**src/verilog/sc_pkg.sv**
```systemverilog
package sc_pkg;

  // Close timing selector codes
  typedef enum logic [1:0] {
    SC_TIMING_OFF,
    SC_TIMING_ASYNC,
    SC_TIMING_SYNC
  } sc_timing_t;

  // Stage-two pair selector codes
  localparam logic [1:0] SC_PAIR_MAIN_Y = 2'h0;
  localparam logic [1:0] SC_PAIR_MAIN_Z = 2'h1;
  localparam logic [1:0] SC_PAIR_Y_Z = 2'h2;

  // Voltage check code bits: dead-dead, dead-live, live-dead
  localparam int SC_VC_DD_BIT = 0;
  localparam int SC_VC_DL_BIT = 1;
  localparam int SC_VC_LD_BIT = 2;

  // Measurement units: magnitude 0.1 % of nominal, frequency mHz, angle 0.1 degree
  localparam logic [12:0] SC_FULL_TURN = 13'h0E10;
  localparam logic [12:0] SC_HALF_TURN = 13'h0708;
  localparam logic [12:0] SC_LL_SHIFT = 13'h012C;
  localparam logic [16:0] SC_FREQ_MIN = 17'h0B3B0;
  localparam logic [16:0] SC_FREQ_MAX = 17'h0FA00;
  localparam logic [9:0] SC_SQRT3_NUM = 10'h1BB;
  localparam int SC_SQRT3_SHIFT = 8;
  localparam logic [6:0] SC_HYST_NUM = 7'h61;
  localparam logic [6:0] SC_HYST_DEN = 7'h64;
  localparam logic [11:0] SC_SYNC_WINDOW = 12'h384;
  localparam int SC_ADV_SCALE = 36;
  localparam int SC_ADV_DIV = 10000;

  // Timing
  localparam int SC_CLK_MHZ = 200;
  localparam int SC_TICK_US = 1000;
  localparam int SC_TICK_CYCLES = SC_CLK_MHZ * SC_TICK_US;
  localparam int SC_FAIL_MS = 200;
  localparam logic [7:0] SC_FAIL_TICKS = 8'(SC_FAIL_MS * 1000 / SC_TICK_US);
  localparam int SC_TMO_MS_PER_UNIT = 100;

  // One measured side
  typedef struct packed {
    logic [11:0] mag;
    logic [16:0] freq;
    logic [11:0] phase;
  } sc_meas_t;

  // Settings
  typedef struct packed {
    sc_timing_t timing;
    logic [2:0] vcheck;
    logic [1:0] pair;
    logic [11:0] dead_lim;
    logic [11:0] live_lim;
    logic [9:0] slip_lim;
    logic [9:0] dv_lim;
    logic [9:0] angle_lim;
    logic [9:0] close_ms;
    logic [12:0] timeout;
  } sc_cfg_t;

endpackage : sc_pkg

```
**src/verilog/sc_side_conv.sv**
```systemverilog
`timescale 1ns/1ps
module sc_side_conv
  import sc_pkg::*;
(
  // Raw side measurement
  input wire sc_meas_t raw,
  input wire logic phase_neutral,
  // Line-to-line equivalent
  output sc_meas_t line
);

  logic [21:0] scaled;
  logic [12:0] shifted;

  // Phase-one-to-neutral becomes first-to-second line value: x sqrt3, +30 degrees
  always_comb begin
    scaled = 22'(raw.mag) * 22'(SC_SQRT3_NUM);
    shifted = 13'(raw.phase) + SC_LL_SHIFT;
    if (shifted >= SC_FULL_TURN) begin
      shifted = shifted - SC_FULL_TURN;
    end
    line.freq = raw.freq;
    if (phase_neutral) begin
      line.mag = (scaled[21:SC_SQRT3_SHIFT] > 14'h0FFF) ? 12'hFFF
               : scaled[SC_SQRT3_SHIFT +: 12]; // [RQ1] [RQ4]
      line.phase = shifted[11:0]; // [RQ4]
    end else begin
      line.mag = raw.mag;
      line.phase = raw.phase;
    end
  end

endmodule : sc_side_conv

```
**src/verilog/sc_sync_check.sv**
```systemverilog
`timescale 1ns/1ps
// Behaviour
// RQ1: Always check first-to-second line voltage, converting a phase-neutral main input.
// RQ2: Stage one always compares main side against y side.
// RQ3: Stage two compares main/y, main/z or y/z as selected.
// RQ4: Phase-neutral y and z inputs are converted to line-to-line values.
// RQ5: Timing selector off, async, sync; off drops frequency and phase criteria.
// RQ6: Async and sync apply slip, voltage and angle difference limits; sync checks a fixed 90 degree window, not angle_lim.
// RQ7: Async closes so contact lands inside the angle limit.
// RQ8: Sync closes so contact lands at zero phase difference; only a rising crossing (comparison side faster) is taken.
// RQ9: Close is advanced by slip frequency times breaker closing time.
// RQ10: Seven voltage check codes; first letter reference, second comparison side.
// RQ11: A side is dead only below the dead limit.
// RQ12: A side is live only strictly above the live limit.
// RQ13: Request output stands from close command until synchronism or timeout.
// RQ14: Timeout without synchronism gives a 200 ms fail pulse.
// RQ15: Frequency-phase synchronism needs both sides live and all differences met.
// RQ16: Bypass declares synchronism continuously while asserted.
// RQ17: No synchronism outside operating frequency range; thresholds have 0.97 hysteresis.
// RQ18: Combined voltage code passes if any constituent pairing passes.
module sc_sync_check
  import sc_pkg::*;
#(
  parameter bit STAGE_ONE = 1'b1,
  parameter int TICK_CYCLES = SC_TICK_CYCLES
) (
  // Clock and reset
  input wire logic ref_clk,
  input wire logic srst,
  // Measured sides
  input wire sc_meas_t main_side_line_voltage,
  input wire sc_meas_t y_side_line_voltage,
  input wire sc_meas_t z_side_line_voltage,
  input wire logic main_phase_neutral,
  input wire logic y_side_phase_neutral_input,
  input wire logic z_side_phase_neutral_input,
  // Settings and control
  input wire sc_cfg_t cfg,
  input wire logic close_request,
  input wire logic bypass,
  // Results
  output logic sync_ok,
  output logic sync_request,
  output logic sync_fail,
  output logic breaker_close
);

  typedef enum logic {
    SC_IDLE,
    SC_WAIT
  } sc_state_e;

  typedef struct packed {
    sc_state_e st;
    logic [17:0] tick_cnt;
    logic [19:0] tmo_cnt;
    logic [7:0] fail_cnt;
    logic live_r;
    logic dead_r;
    logic live_c;
    logic dead_c;
    logic pred_neg;
    logic ok;
    logic close;
  } sc_regs_t;

  sc_regs_t s_q;
  sc_regs_t s_d;
  sc_meas_t main_ll;
  sc_meas_t y_ll;
  sc_meas_t z_ll;
  sc_meas_t ref_m;
  sc_meas_t cmp_m;

  // Wrap a signed angle into one half turn either side of zero
  function automatic logic signed [13:0] sc_wrap(input logic signed [13:0] a);
    logic signed [13:0] r;
    r = a;
    if (r >= $signed({1'b0, SC_HALF_TURN})) begin
      r = r - $signed({1'b0, SC_FULL_TURN});
    end else if (r < -$signed({1'b0, SC_HALF_TURN})) begin
      r = r + $signed({1'b0, SC_FULL_TURN});
    end
    return r;
  endfunction : sc_wrap

  // Magnitude of a signed value
  function automatic logic [17:0] sc_abs(input logic signed [17:0] a);
    return (a < 0) ? 18'(-a) : 18'(a);
  endfunction : sc_abs

  // Live and dead flags with reset hysteresis
  function automatic logic sc_live(input logic was, input logic [11:0] v,
                                   input logic [11:0] lim);
    if (was) begin
      return 19'(v) * 19'(SC_HYST_DEN) > 19'(lim) * 19'(SC_HYST_NUM); // [RQ17]
    end
    return v > lim; // [RQ12]
  endfunction : sc_live

  function automatic logic sc_dead(input logic was, input logic [11:0] v,
                                   input logic [11:0] lim);
    if (was) begin
      return 19'(v) * 19'(SC_HYST_NUM) < 19'(lim) * 19'(SC_HYST_DEN); // [RQ17]
    end
    return v < lim; // [RQ11]
  endfunction : sc_dead

  function automatic logic sc_in_range(input logic [16:0] f);
    return (f >= SC_FREQ_MIN) && (f <= SC_FREQ_MAX);
  endfunction : sc_in_range

  // Line-to-line equivalents of each side
  sc_side_conv u_main (
    .raw(main_side_line_voltage),
    .phase_neutral(main_phase_neutral),
    .line(main_ll)
  ); // [RQ1]
  sc_side_conv u_y (
    .raw(y_side_line_voltage),
    .phase_neutral(y_side_phase_neutral_input),
    .line(y_ll)
  );
  sc_side_conv u_z (
    .raw(z_side_line_voltage),
    .phase_neutral(z_side_phase_neutral_input),
    .line(z_ll)
  );

  // Pair selection; stage one ignores the selector
  always_comb begin
    ref_m = main_ll;
    cmp_m = y_ll; // [RQ2]
    if (!STAGE_ONE) begin
      case (cfg.pair)
        SC_PAIR_MAIN_Z: cmp_m = z_ll; // [RQ3]
        SC_PAIR_Y_Z: begin
          ref_m = y_ll; // [RQ3]
          cmp_m = z_ll;
        end
        default: cmp_m = y_ll;
      endcase
    end
  end

  logic signed [17:0] slip;
  logic signed [13:0] pdiff;
  logic signed [31:0] adv_prod;
  logic signed [13:0] adv;
  logic signed [13:0] pred;
  logic [17:0] pred_abs;
  logic [17:0] dv_abs;
  logic v_ok;
  logic fp_ok;
  logic angle_ok;
  logic range_ok;
  logic now_ok;
  logic tick;

  // Difference criteria and close-instant prediction
  always_comb begin
    slip = 18'(signed'({1'b0, cmp_m.freq})) - 18'(signed'({1'b0, ref_m.freq}));
    pdiff = sc_wrap(14'(signed'({1'b0, cmp_m.phase})) - 14'(signed'({1'b0, ref_m.phase})));
    // Angle travelled during the breaker closing time, in 0.1 degree
    adv_prod = 32'(slip) * 32'(signed'({1'b0, cfg.close_ms})) * 32'(SC_ADV_SCALE);
    adv = 14'(adv_prod / SC_ADV_DIV); // [RQ9]
    pred = sc_wrap(pdiff + adv); // [RQ9]
    pred_abs = sc_abs(18'(pred));
    dv_abs = sc_abs(18'(signed'({1'b0, cmp_m.mag})) - 18'(signed'({1'b0, ref_m.mag})));
    // Voltage-only criterion, any constituent pairing suffices
    v_ok = (cfg.vcheck[SC_VC_DD_BIT] && s_q.dead_r && s_q.dead_c)
        || (cfg.vcheck[SC_VC_DL_BIT] && s_q.dead_r && s_q.live_c)
        || (cfg.vcheck[SC_VC_LD_BIT] && s_q.live_r && s_q.dead_c); // [RQ10] [RQ18]
    // Frequency of a live side must sit inside the operating range
    range_ok = (!s_q.live_r || sc_in_range(ref_m.freq))
            && (!s_q.live_c || sc_in_range(cmp_m.freq)); // [RQ17]
    // Sync aims at the zero crossing, async at entry into the angle window
    if (cfg.timing == SC_TIMING_SYNC) begin
      angle_ok = s_q.pred_neg && !pred[13] && (pred_abs < 18'(SC_SYNC_WINDOW)); // [RQ8]
    end else begin
      angle_ok = pred_abs <= 18'(cfg.angle_lim); // [RQ7]
    end
    fp_ok = (cfg.timing != SC_TIMING_OFF) && s_q.live_r && s_q.live_c
         && (sc_abs(slip) <= 18'(cfg.slip_lim))
         && (dv_abs <= 18'(cfg.dv_lim)) && angle_ok; // [RQ5] [RQ6] [RQ15]
    now_ok = bypass || (range_ok && (v_ok || fp_ok)); // [RQ16]
    tick = (s_q.tick_cnt == 18'(TICK_CYCLES - 1));
  end

  // Next state
  always_comb begin
    s_d = s_q;
    s_d.close = 1'b0;
    s_d.tick_cnt = tick ? 18'h00000 : s_q.tick_cnt + 18'h00001;
    s_d.live_r = sc_live(s_q.live_r, ref_m.mag, cfg.live_lim);
    s_d.live_c = sc_live(s_q.live_c, cmp_m.mag, cfg.live_lim);
    s_d.dead_r = sc_dead(s_q.dead_r, ref_m.mag, cfg.dead_lim);
    s_d.dead_c = sc_dead(s_q.dead_c, cmp_m.mag, cfg.dead_lim);
    s_d.pred_neg = pred[13];
    s_d.ok = now_ok;
    // Fail pulse length counted in millisecond ticks
    if (tick && s_q.fail_cnt != 8'h00) begin
      s_d.fail_cnt = s_q.fail_cnt - 8'h01; // [RQ14]
    end
    case (s_q.st)
      SC_IDLE: begin
        if (close_request) begin
          s_d.st = SC_WAIT; // [RQ13]
          s_d.tmo_cnt = 20'h00000;
        end
      end
      SC_WAIT: begin
        if (s_q.ok) begin
          s_d.close = 1'b1; // [RQ13]
          s_d.st = SC_IDLE;
        end else if (s_q.tmo_cnt >= 20'(cfg.timeout) * 20'(SC_TMO_MS_PER_UNIT)) begin
          s_d.fail_cnt = SC_FAIL_TICKS; // [RQ14]
          s_d.st = SC_IDLE;
        end else if (tick) begin
          s_d.tmo_cnt = s_q.tmo_cnt + 20'h00001;
        end
      end
      default: s_d.st = SC_IDLE;
    endcase
  end

  // State register
  always_ff @(posedge ref_clk) begin
    if (srst) begin
      s_q <= '0;
    end else begin
      s_q <= s_d;
    end
  end

  // Outputs straight from state
  assign sync_ok = s_q.ok;
  assign sync_request = (s_q.st == SC_WAIT); // [RQ13]
  assign sync_fail = (s_q.fail_cnt != 8'h00); // [RQ14]
  assign breaker_close = s_q.close;

endmodule : sc_sync_check

```
**config.mk**
```make
export PLATFORM = sky130hd
export DESIGN_NAME = sc_sync_check
export DESIGN_NICKNAME = d
export VERILOG_FILES = /design/src/verilog/sc_pkg.sv /design/src/verilog/sc_side_conv.sv /design/src/verilog/sc_sync_check.sv
export SDC_FILE = /design/constraint.sdc
export NUM_CORES = 2
export LEC_CHECK = 0
export BUFFER_PORTS_ARGS = -buffer_cell sky130_fd_sc_hd__clkbuf_2
export CAP_MARGIN = 20
export CORE_UTILIZATION = 50
export CTS_CLUSTER_DIAMETER = 120
export DETAILED_ROUTE_END_ITERATION = 10
export GPL_TIMING_DRIVEN = 0
export PLACE_DENSITY = 0.77
export SLEW_MARGIN = 5
export SYNTH_ARGS = -nofsm -noshare
export SYNTH_HDL_FRONTEND = slang
export SYNTH_HIERARCHICAL = 1
export SYNTH_SLANG_ARGS = --single-unit
```
**constraint.sdc**
```tcl
create_clock -name ref_clk -period 34.6 [get_ports ref_clk]
set_clock_uncertainty 0.05 [all_clocks]
set_input_delay 0 -clock ref_clk [delete_from_list [all_inputs] [get_ports ref_clk]]
set_output_delay 0 -clock ref_clk [all_outputs]
set_load 0.05 [all_outputs]
```
=== Word-level counts from Yosys, hierarchy flattened ===
Cells that the tools add are included.

* Equal/unequal tests: 6
* Reductions and logical operators: 32
* Bitwise operators: 1
* $lt $le $gt $ge: 28
* Divide/modulo/power cells: 1
* Add/subtract/negate cells: 18
* Multipliers: 11
* Muxes and demuxes: 41

{| class="wikitable"
|+ Operator list
! operator !! count
|-
| 2-to-1 mux 12 bit || 8
|-
| 2-to-1 mux 20 bit || 3
|-
| multiplier 12 x 7 -> 19 bit (second input constant) || 3
|-
| 2-to-1 mux 14 bit || 4
|-
| <= comparator 18 x 10 -> 1 bit || 3
|-
| 2-to-1 mux 18 bit || 3
|-
| multiplier 12 x 5 -> 17 bit (second input constant) || 3
|-
| multiplier 12 x 9 -> 21 bit (second input constant) || 2
|-
| case mux 20 bit (2 select lines) || 1
|-
| >= comparator 13 x 12 -> 1 bit (second input constant) || 3
|-
| > comparator 19 bit || 2
|-
| < comparator 19 bit || 2
|-
| >= comparator 17 x 16 -> 1 bit (second input constant) || 2
|-
| <= comparator 17 x 16 -> 1 bit (second input constant) || 2
|-
| divider 32 x 15 -> 32 bit (second input constant) || 1
|-
| multiplier 29 x 5 -> 30 bit (second input constant) || 1
|-
| multiplier 18 x 11 -> 29 bit || 1
|-
| 2-to-1 mux 28 bit || 1
|-
| adder 12 x 9 -> 13 bit (second input constant) || 2
|-
| > comparator 13 x 12 -> 1 bit (second input constant) || 2
|-
| subtractor 12 x 12 -> 13 bit || 2
|-
| > comparator 12 bit || 2
|-
| < comparator 12 bit || 2
|-
| 2-to-1 mux 8 bit || 3
|-
| 36 further kinds || 80
|}

* Bits of input ports: 214
* Output and inout bits: 4
* Word-level logic and storage cells: 149
* Register bits after elaboration: 54

=== Depth between registers and ports, before layout ===
* Word-level depth: 21
* Mapped depth: 183

=== By module ===
Netlist, hierarchy kept.

{| class="wikitable"
|+ By module, submodules not included
! module !! seq. area each (um^2) !! times used !! cells each !! area each (um^2)
|-
| sc_sync_check || 1081.0 || 1 || 5393 || 40234.8
|-
| sc_side_conv || 0.0 || 2 || 400 || 3280.6
|}

=== Worst setup path before layout ===
Ideal clock, no wire load.

* Path type: input to register
* Start: input port main_side_line_voltage[13] in the netlist's numbering
* End: register s_q (netlist bit sync_ok)
* Setup time: 0.078 ns
* Arrival: 35.224 ns
* Path buffers: 14
* Setup slack: -0.752 ns
* Stages: 167
* Path through: buf_4 inv_1 ha_1 nor2b_1 o21ai_0 nand2b_1 a21o_1 a21o_1 a21o_1 a21o_1 a21o_1 a21o_1 a21o_1 a21o_1 a21o_1 a21o_1 a21o_1 a21oi_1 [131 not listed] o21ai_0 nand2b_1 a21oi_1 nor2b_1 o21ai_0 nand2b_1 a21oi_1 nor2b_1 o21ai_0 nand2b_1 a21oi_1 nor2_1 nor3_1 o221ai_1 or4_1 a2111oi_0 o211ai_1 a32oi_1

* Longest elaborated chain between the ends: 17
* Elaborated cells on any way between the ends: 35

{| class="wikitable"
|+ Ends and longest elaborated chain
! item !! line !! text
|-
| start: declaration || sc_sync_check.sv:31 || <nowiki>input wire sc_meas_t main_side_line_voltage,</nowiki>
|-
| subtractor 17 x 17 -> 18 bit || sc_sync_check.sv:162 || <nowiki>slip = 18'(signed'({1'b0, cmp_m.freq})) - 18'(signed'({1'b0, ref_m.freq}));</nowiki>
|-
| multiplier 18 x 11 -> 29 bit || sc_sync_check.sv:165 || <nowiki>adv_prod = 32'(slip) * 32'(signed'({1'b0, cfg.close_ms})) * 32'(SC_ADV_SCALE);</nowiki>
|-
| multiplier 29 x 5 -> 30 bit || sc_sync_check.sv:165 ||
|-
| divider 32 x 15 -> 32 bit || sc_sync_check.sv:166 || <nowiki>adv = 14'(adv_prod / SC_ADV_DIV);</nowiki>
|-
| adder 14 bit || sc_sync_check.sv:167 || <nowiki>pred = sc_wrap(pdiff + adv);</nowiki>
|-
| adder 14 x 13 -> 14 bit / < comparator 14 x 12 -> 1 bit (equally long branches) || sc_sync_check.sv:82, sc_sync_check.sv:81 ||
|-
| 2-to-1 mux 14 bit || sc_sync_check.sv:81 || <nowiki>end else if (r < -$signed({1'b0, SC_HALF_TURN})) begin</nowiki>
|-
| 2-to-1 mux 14 bit || sc_sync_check.sv:79 || <nowiki>if (r >= $signed({1'b0, SC_HALF_TURN})) begin</nowiki>
|-
| negation 14 -> 18 bit / < comparator 14 x 1 -> 1 bit (equally long branches) || sc_sync_check.sv:89 || <nowiki>return (a < 0) ? 18'(-a) : 18'(a);</nowiki>
|-
| 2-to-1 mux 18 bit || sc_sync_check.sv:89 ||
|-
| < comparator 18 x 10 -> 1 bit || sc_sync_check.sv:179 || <nowiki>angle_ok = s_q.pred_neg && !pred[13] && (pred_abs < 18'(SC_SYNC_WINDOW));</nowiki>
|-
| logical AND 1 bit || sc_sync_check.sv:179 ||
|-
| 2-to-1 mux 1 bit || sc_sync_check.sv:178 || <nowiki>if (cfg.timing == SC_TIMING_SYNC) begin</nowiki>
|-
| logical AND 1 bit || sc_sync_check.sv:185 || <nowiki>&& (dv_abs <= 18'(cfg.dv_lim)) && angle_ok;</nowiki>
|-
| logical OR 1 bit || sc_sync_check.sv:186 || <nowiki>now_ok = bypass || (range_ok && (v_ok || fp_ok));</nowiki>
|-
| logical AND 1 bit * || sc_sync_check.sv:186 ||
|-
| logical OR 1 bit * || sc_sync_check.sv:186 ||
|-
| end signal: assignment || sc_sync_check.sv:230 || <nowiki>s_q <= '0;</nowiki>
|-
| end signal: assignment || sc_sync_check.sv:232 || <nowiki>s_q <= s_d;</nowiki>
|-
| end: declaration || sc_sync_check.sv:67 || <nowiki>sc_regs_t s_q;</nowiki>
|}

Mark *: on every way between the ends. The rest lies on a longest branch, timed or not.
A chain may end at the register's enable or synchronous reset.

=== Worst setup path after layout ===
* Start: input port y_side_line_voltage[12] in the netlist's numbering
* End: register s_q (netlist bit sync_ok)

* Longest elaborated chain between the ends: 17
* Elaborated cells on any way between the ends: 35

{| class="wikitable"
|+ Ends and longest elaborated chain
! item !! line !! text
|-
| start: declaration || sc_sync_check.sv:32 || <nowiki>input wire sc_meas_t y_side_line_voltage,</nowiki>
|-
| subtractor 17 x 17 -> 18 bit || sc_sync_check.sv:162 ||
|-
| multiplier 18 x 11 -> 29 bit || sc_sync_check.sv:165 ||
|-
| multiplier 29 x 5 -> 30 bit || sc_sync_check.sv:165 ||
|-
| divider 32 x 15 -> 32 bit || sc_sync_check.sv:166 ||
|-
| adder 14 bit || sc_sync_check.sv:167 ||
|-
| adder 14 x 13 -> 14 bit / < comparator 14 x 12 -> 1 bit (equally long branches) || sc_sync_check.sv:82, sc_sync_check.sv:81 ||
|-
| 2-to-1 mux 14 bit || sc_sync_check.sv:81 ||
|-
| 2-to-1 mux 14 bit || sc_sync_check.sv:79 ||
|-
| negation 14 -> 18 bit / < comparator 14 x 1 -> 1 bit (equally long branches) || sc_sync_check.sv:89 ||
|-
| 2-to-1 mux 18 bit || sc_sync_check.sv:89 ||
|-
| < comparator 18 x 10 -> 1 bit || sc_sync_check.sv:179 ||
|-
| logical AND 1 bit || sc_sync_check.sv:179 ||
|-
| 2-to-1 mux 1 bit || sc_sync_check.sv:178 ||
|-
| logical AND 1 bit || sc_sync_check.sv:185 ||
|-
| logical OR 1 bit || sc_sync_check.sv:186 ||
|-
| logical AND 1 bit * || sc_sync_check.sv:186 ||
|-
| logical OR 1 bit * || sc_sync_check.sv:186 ||
|}

Marks and branches as above.

==> run metrics <==
largest net degree at the start of global routing=19; Synth Area per Inst=7.556 sq um; most frequent cells in the layout=inv_1 (787), ha_1 (696), buf_4 (464); WL/cell=19.64 um; Area growth syn-to-layout=21.94%; FFs w/ async S/R, synth=0%; Num CTS Buffers=5; Root Buffer Master=clkbuf_16; final setup margin=-1584 ps; worst r2r dst=s_q[30]; pre-CTS setup slack=-7939 ps; port bufs=125; hpwl dp=117000 um; area occupied by multi-input gates=between 40000 and 50000 sq um; Worst setup SP type=primary input; Synth Net Count=7417; CP most frequent cell=a21o_1; final worst path period share=104.6%; RePlAce Congestion=approximately 0.99; TritonCTS clock tree=built; CORE AREA=between 90000 and 100000 sq um; number of global-route vias before repair=roughly 48000; Die X=307.9 um; predominant post-synthesis flop cell=dfxtp_1; Register-to-Register Path Depth=36; RSZ-0062 raised after global routing=yes; Max clock buf depth=2; most common cell after layout, fill and taps aside=inv_1; Worst Path Max Fanout=10; final max-slew violation count=0; Reg area=1081 sq um; CP arrival=between 30000 and 40000 ps; flop2flop setup slack=just under 30000 ps; Yosys warning count=6; run status=finished, violations left; H-tree depth=2; clk slew on worst S/H paths=70 ps; failing checks=setup timing; cell family with most CP delay=compound AO/OA/AOI/OAI gates; Max Clk Rate=about 28 MHz; Worst-Margin Slew=1231 ps; worst hold slack=between 150 and 200 ps; Die H=around 310 um; hold_buf cts=0; share of the yosys chip area belonging to registers=2.310%; Worst Path Buf+Inv=29; DRT iter0 DRCs=5554; Post-Syn Instances=6193; Initial Utilization=50.74%; hold path depth=4; Worst setup EP type=flop; fin crit period=36180 ps; final hold violations=0; Die ar.=94820 sq um; synthesized area=46800 sq um; vias=50300; max-cap violation count=0; EDFF count, synth=0; number of top-level pins=218; Num Clock Sinks=54; Residual DRC=0; DRT Wirelength=157100 um; TritonRoute pass-1 iters=9; nets=7979; Distinct cells, synth=144; GR Overflow Total=0; first-pass GRT wire length=243400 um; critical path class=in -> reg; slew margin rel.=17.20%; HP Class=in -> reg; worst skew pair latency=roughly 330 ps; post-synthesis register bit count=54; WP data required=around 35000 ps; hold path start=close_request; antenna violations before repair=7; layout cells sized above 1=21.00%; Layout fillers=7601; GRT Resource Usage Total=30.94%; CP max stage cell=fa_1; reg2reg start=s_q[17]; Rows=111; Crit path largest cell delay=600 ps; Antenna Violating Nets Remaining=0; hold endpoint=sync_request; setup violators final=1; vias per cell=6.286
## worst max-delay path by stage
stage	from	end	slack, ps	cells past startpoint
after global routing	y_side_line_voltage[12]	sync_ok	-3090	170
after CTS	main_side_line_voltage[13]	sync_ok	-580	169
final	y_side_line_voltage[12]	sync_ok	-1580	171
after floorplan	main_side_line_voltage[13]	sync_ok	6	163
after detailed placement	main_side_line_voltage[13]	sync_ok	-7940	163
after global placement	main_side_line_voltage[13]	sync_ok	-7940	159
## cell families after synthesis
kind of cell | share of synthesized area, %
AO/OA/AOI/OAI | 24.47
XOR/XNOR | 10.16
adder cells (fa/ha/maj) | 31.75
buffers and inverters | 8.657
flip-flops | 2.310
multiplexers | 1.021
AND/OR/NAND/NOR | 21.63
## stage by stage
stage / utilization (%) / instance area, sq um / setup TNS, ps / std cells
global route: 61.88 / 57060 / -3089 / 8002
finish: 61.88 / 57060 / -1584 / 8002
floorplan: - / 46950 / 0 / 6193
CTS: 59.41 / 54790 / -579.5 / 7880
global placement: 53.27 / 49130 / -12170 / 7561
detailed placement: 53.39 / 49230 / -12100 / 7568
## timing repair
action | 4_1_cts | 5_1_grt
gates resized for setup | 593 | 263
pin swaps | 315 | 203
cloned | 3 | 1
setup endpoints to repair | 2 | 2
setup buffers | 315 | 121
## registers in the layout, indices dropped and copies added, names as in the netlist
| register | cells |
|---|---|
| s_q | 51 |
| sync_ok | 1 |
| breaker_close | 1 |
| sync_request | 1 |
## area by class of cell
class	count	area share (%)
Multi-Input combinational cell	5132	80.18
Timing Repair Buffer	572	7.315
Inverter	806	5.317
Tap cell	1243	2.725
Buffer	184	2.250
Sequential cell	54	1.894
Clock buffer	5	0.2193
Clock inverter	3	0.08551
Antenna cell	3	0.01316
## synthesized netlist by cell type, drive strengths merged (77+ instances only)
master	instances	area, sq um
o211ai	77	603.1
fa	293	5866
inv	805	3022
a211oi	79	660.6
nor2b	94	603.1
nand3	153	770.7
buf	94	615.6
and2	138	868.3
ha	717	8971
nand4	77	488.0
nor3	160	880.8
xnor2	334	2963
a21o	142	1066
xor2	194	1744
nand2	407	1528
a21oi	394	2024
clkbuf	108	410.4
nand2b	107	669.4
o21ai	315	1629
nor2	427	1618
## layer usage
metal  GRT usage [%]  up-vias  share of wire, %
li1                -    23060                 -
met1           39.52    23690                40
met4           12.89        8               5.3
met5               0        -             0.029
met3           4.171      701               9.1
met2           52.14     2848                46
## worst reg2reg max path, delay by kind of cell, from the launching register on
| kind | cells | cell delay, ps |
|---|---|---|
| simple gates | 19 | 2120 |
| compound gates | 13 | 2120 |
| flops | 1 | 350 |
| buf+inv | 2 | 330 |
| fa+ha+maj | 1 | 280 |
| xor+xnor | 1 | 180 |
Power is left out: the tool's default activity adds up to more than one toggle a clock period on the data nets, which glitch-free logic cannot reach.
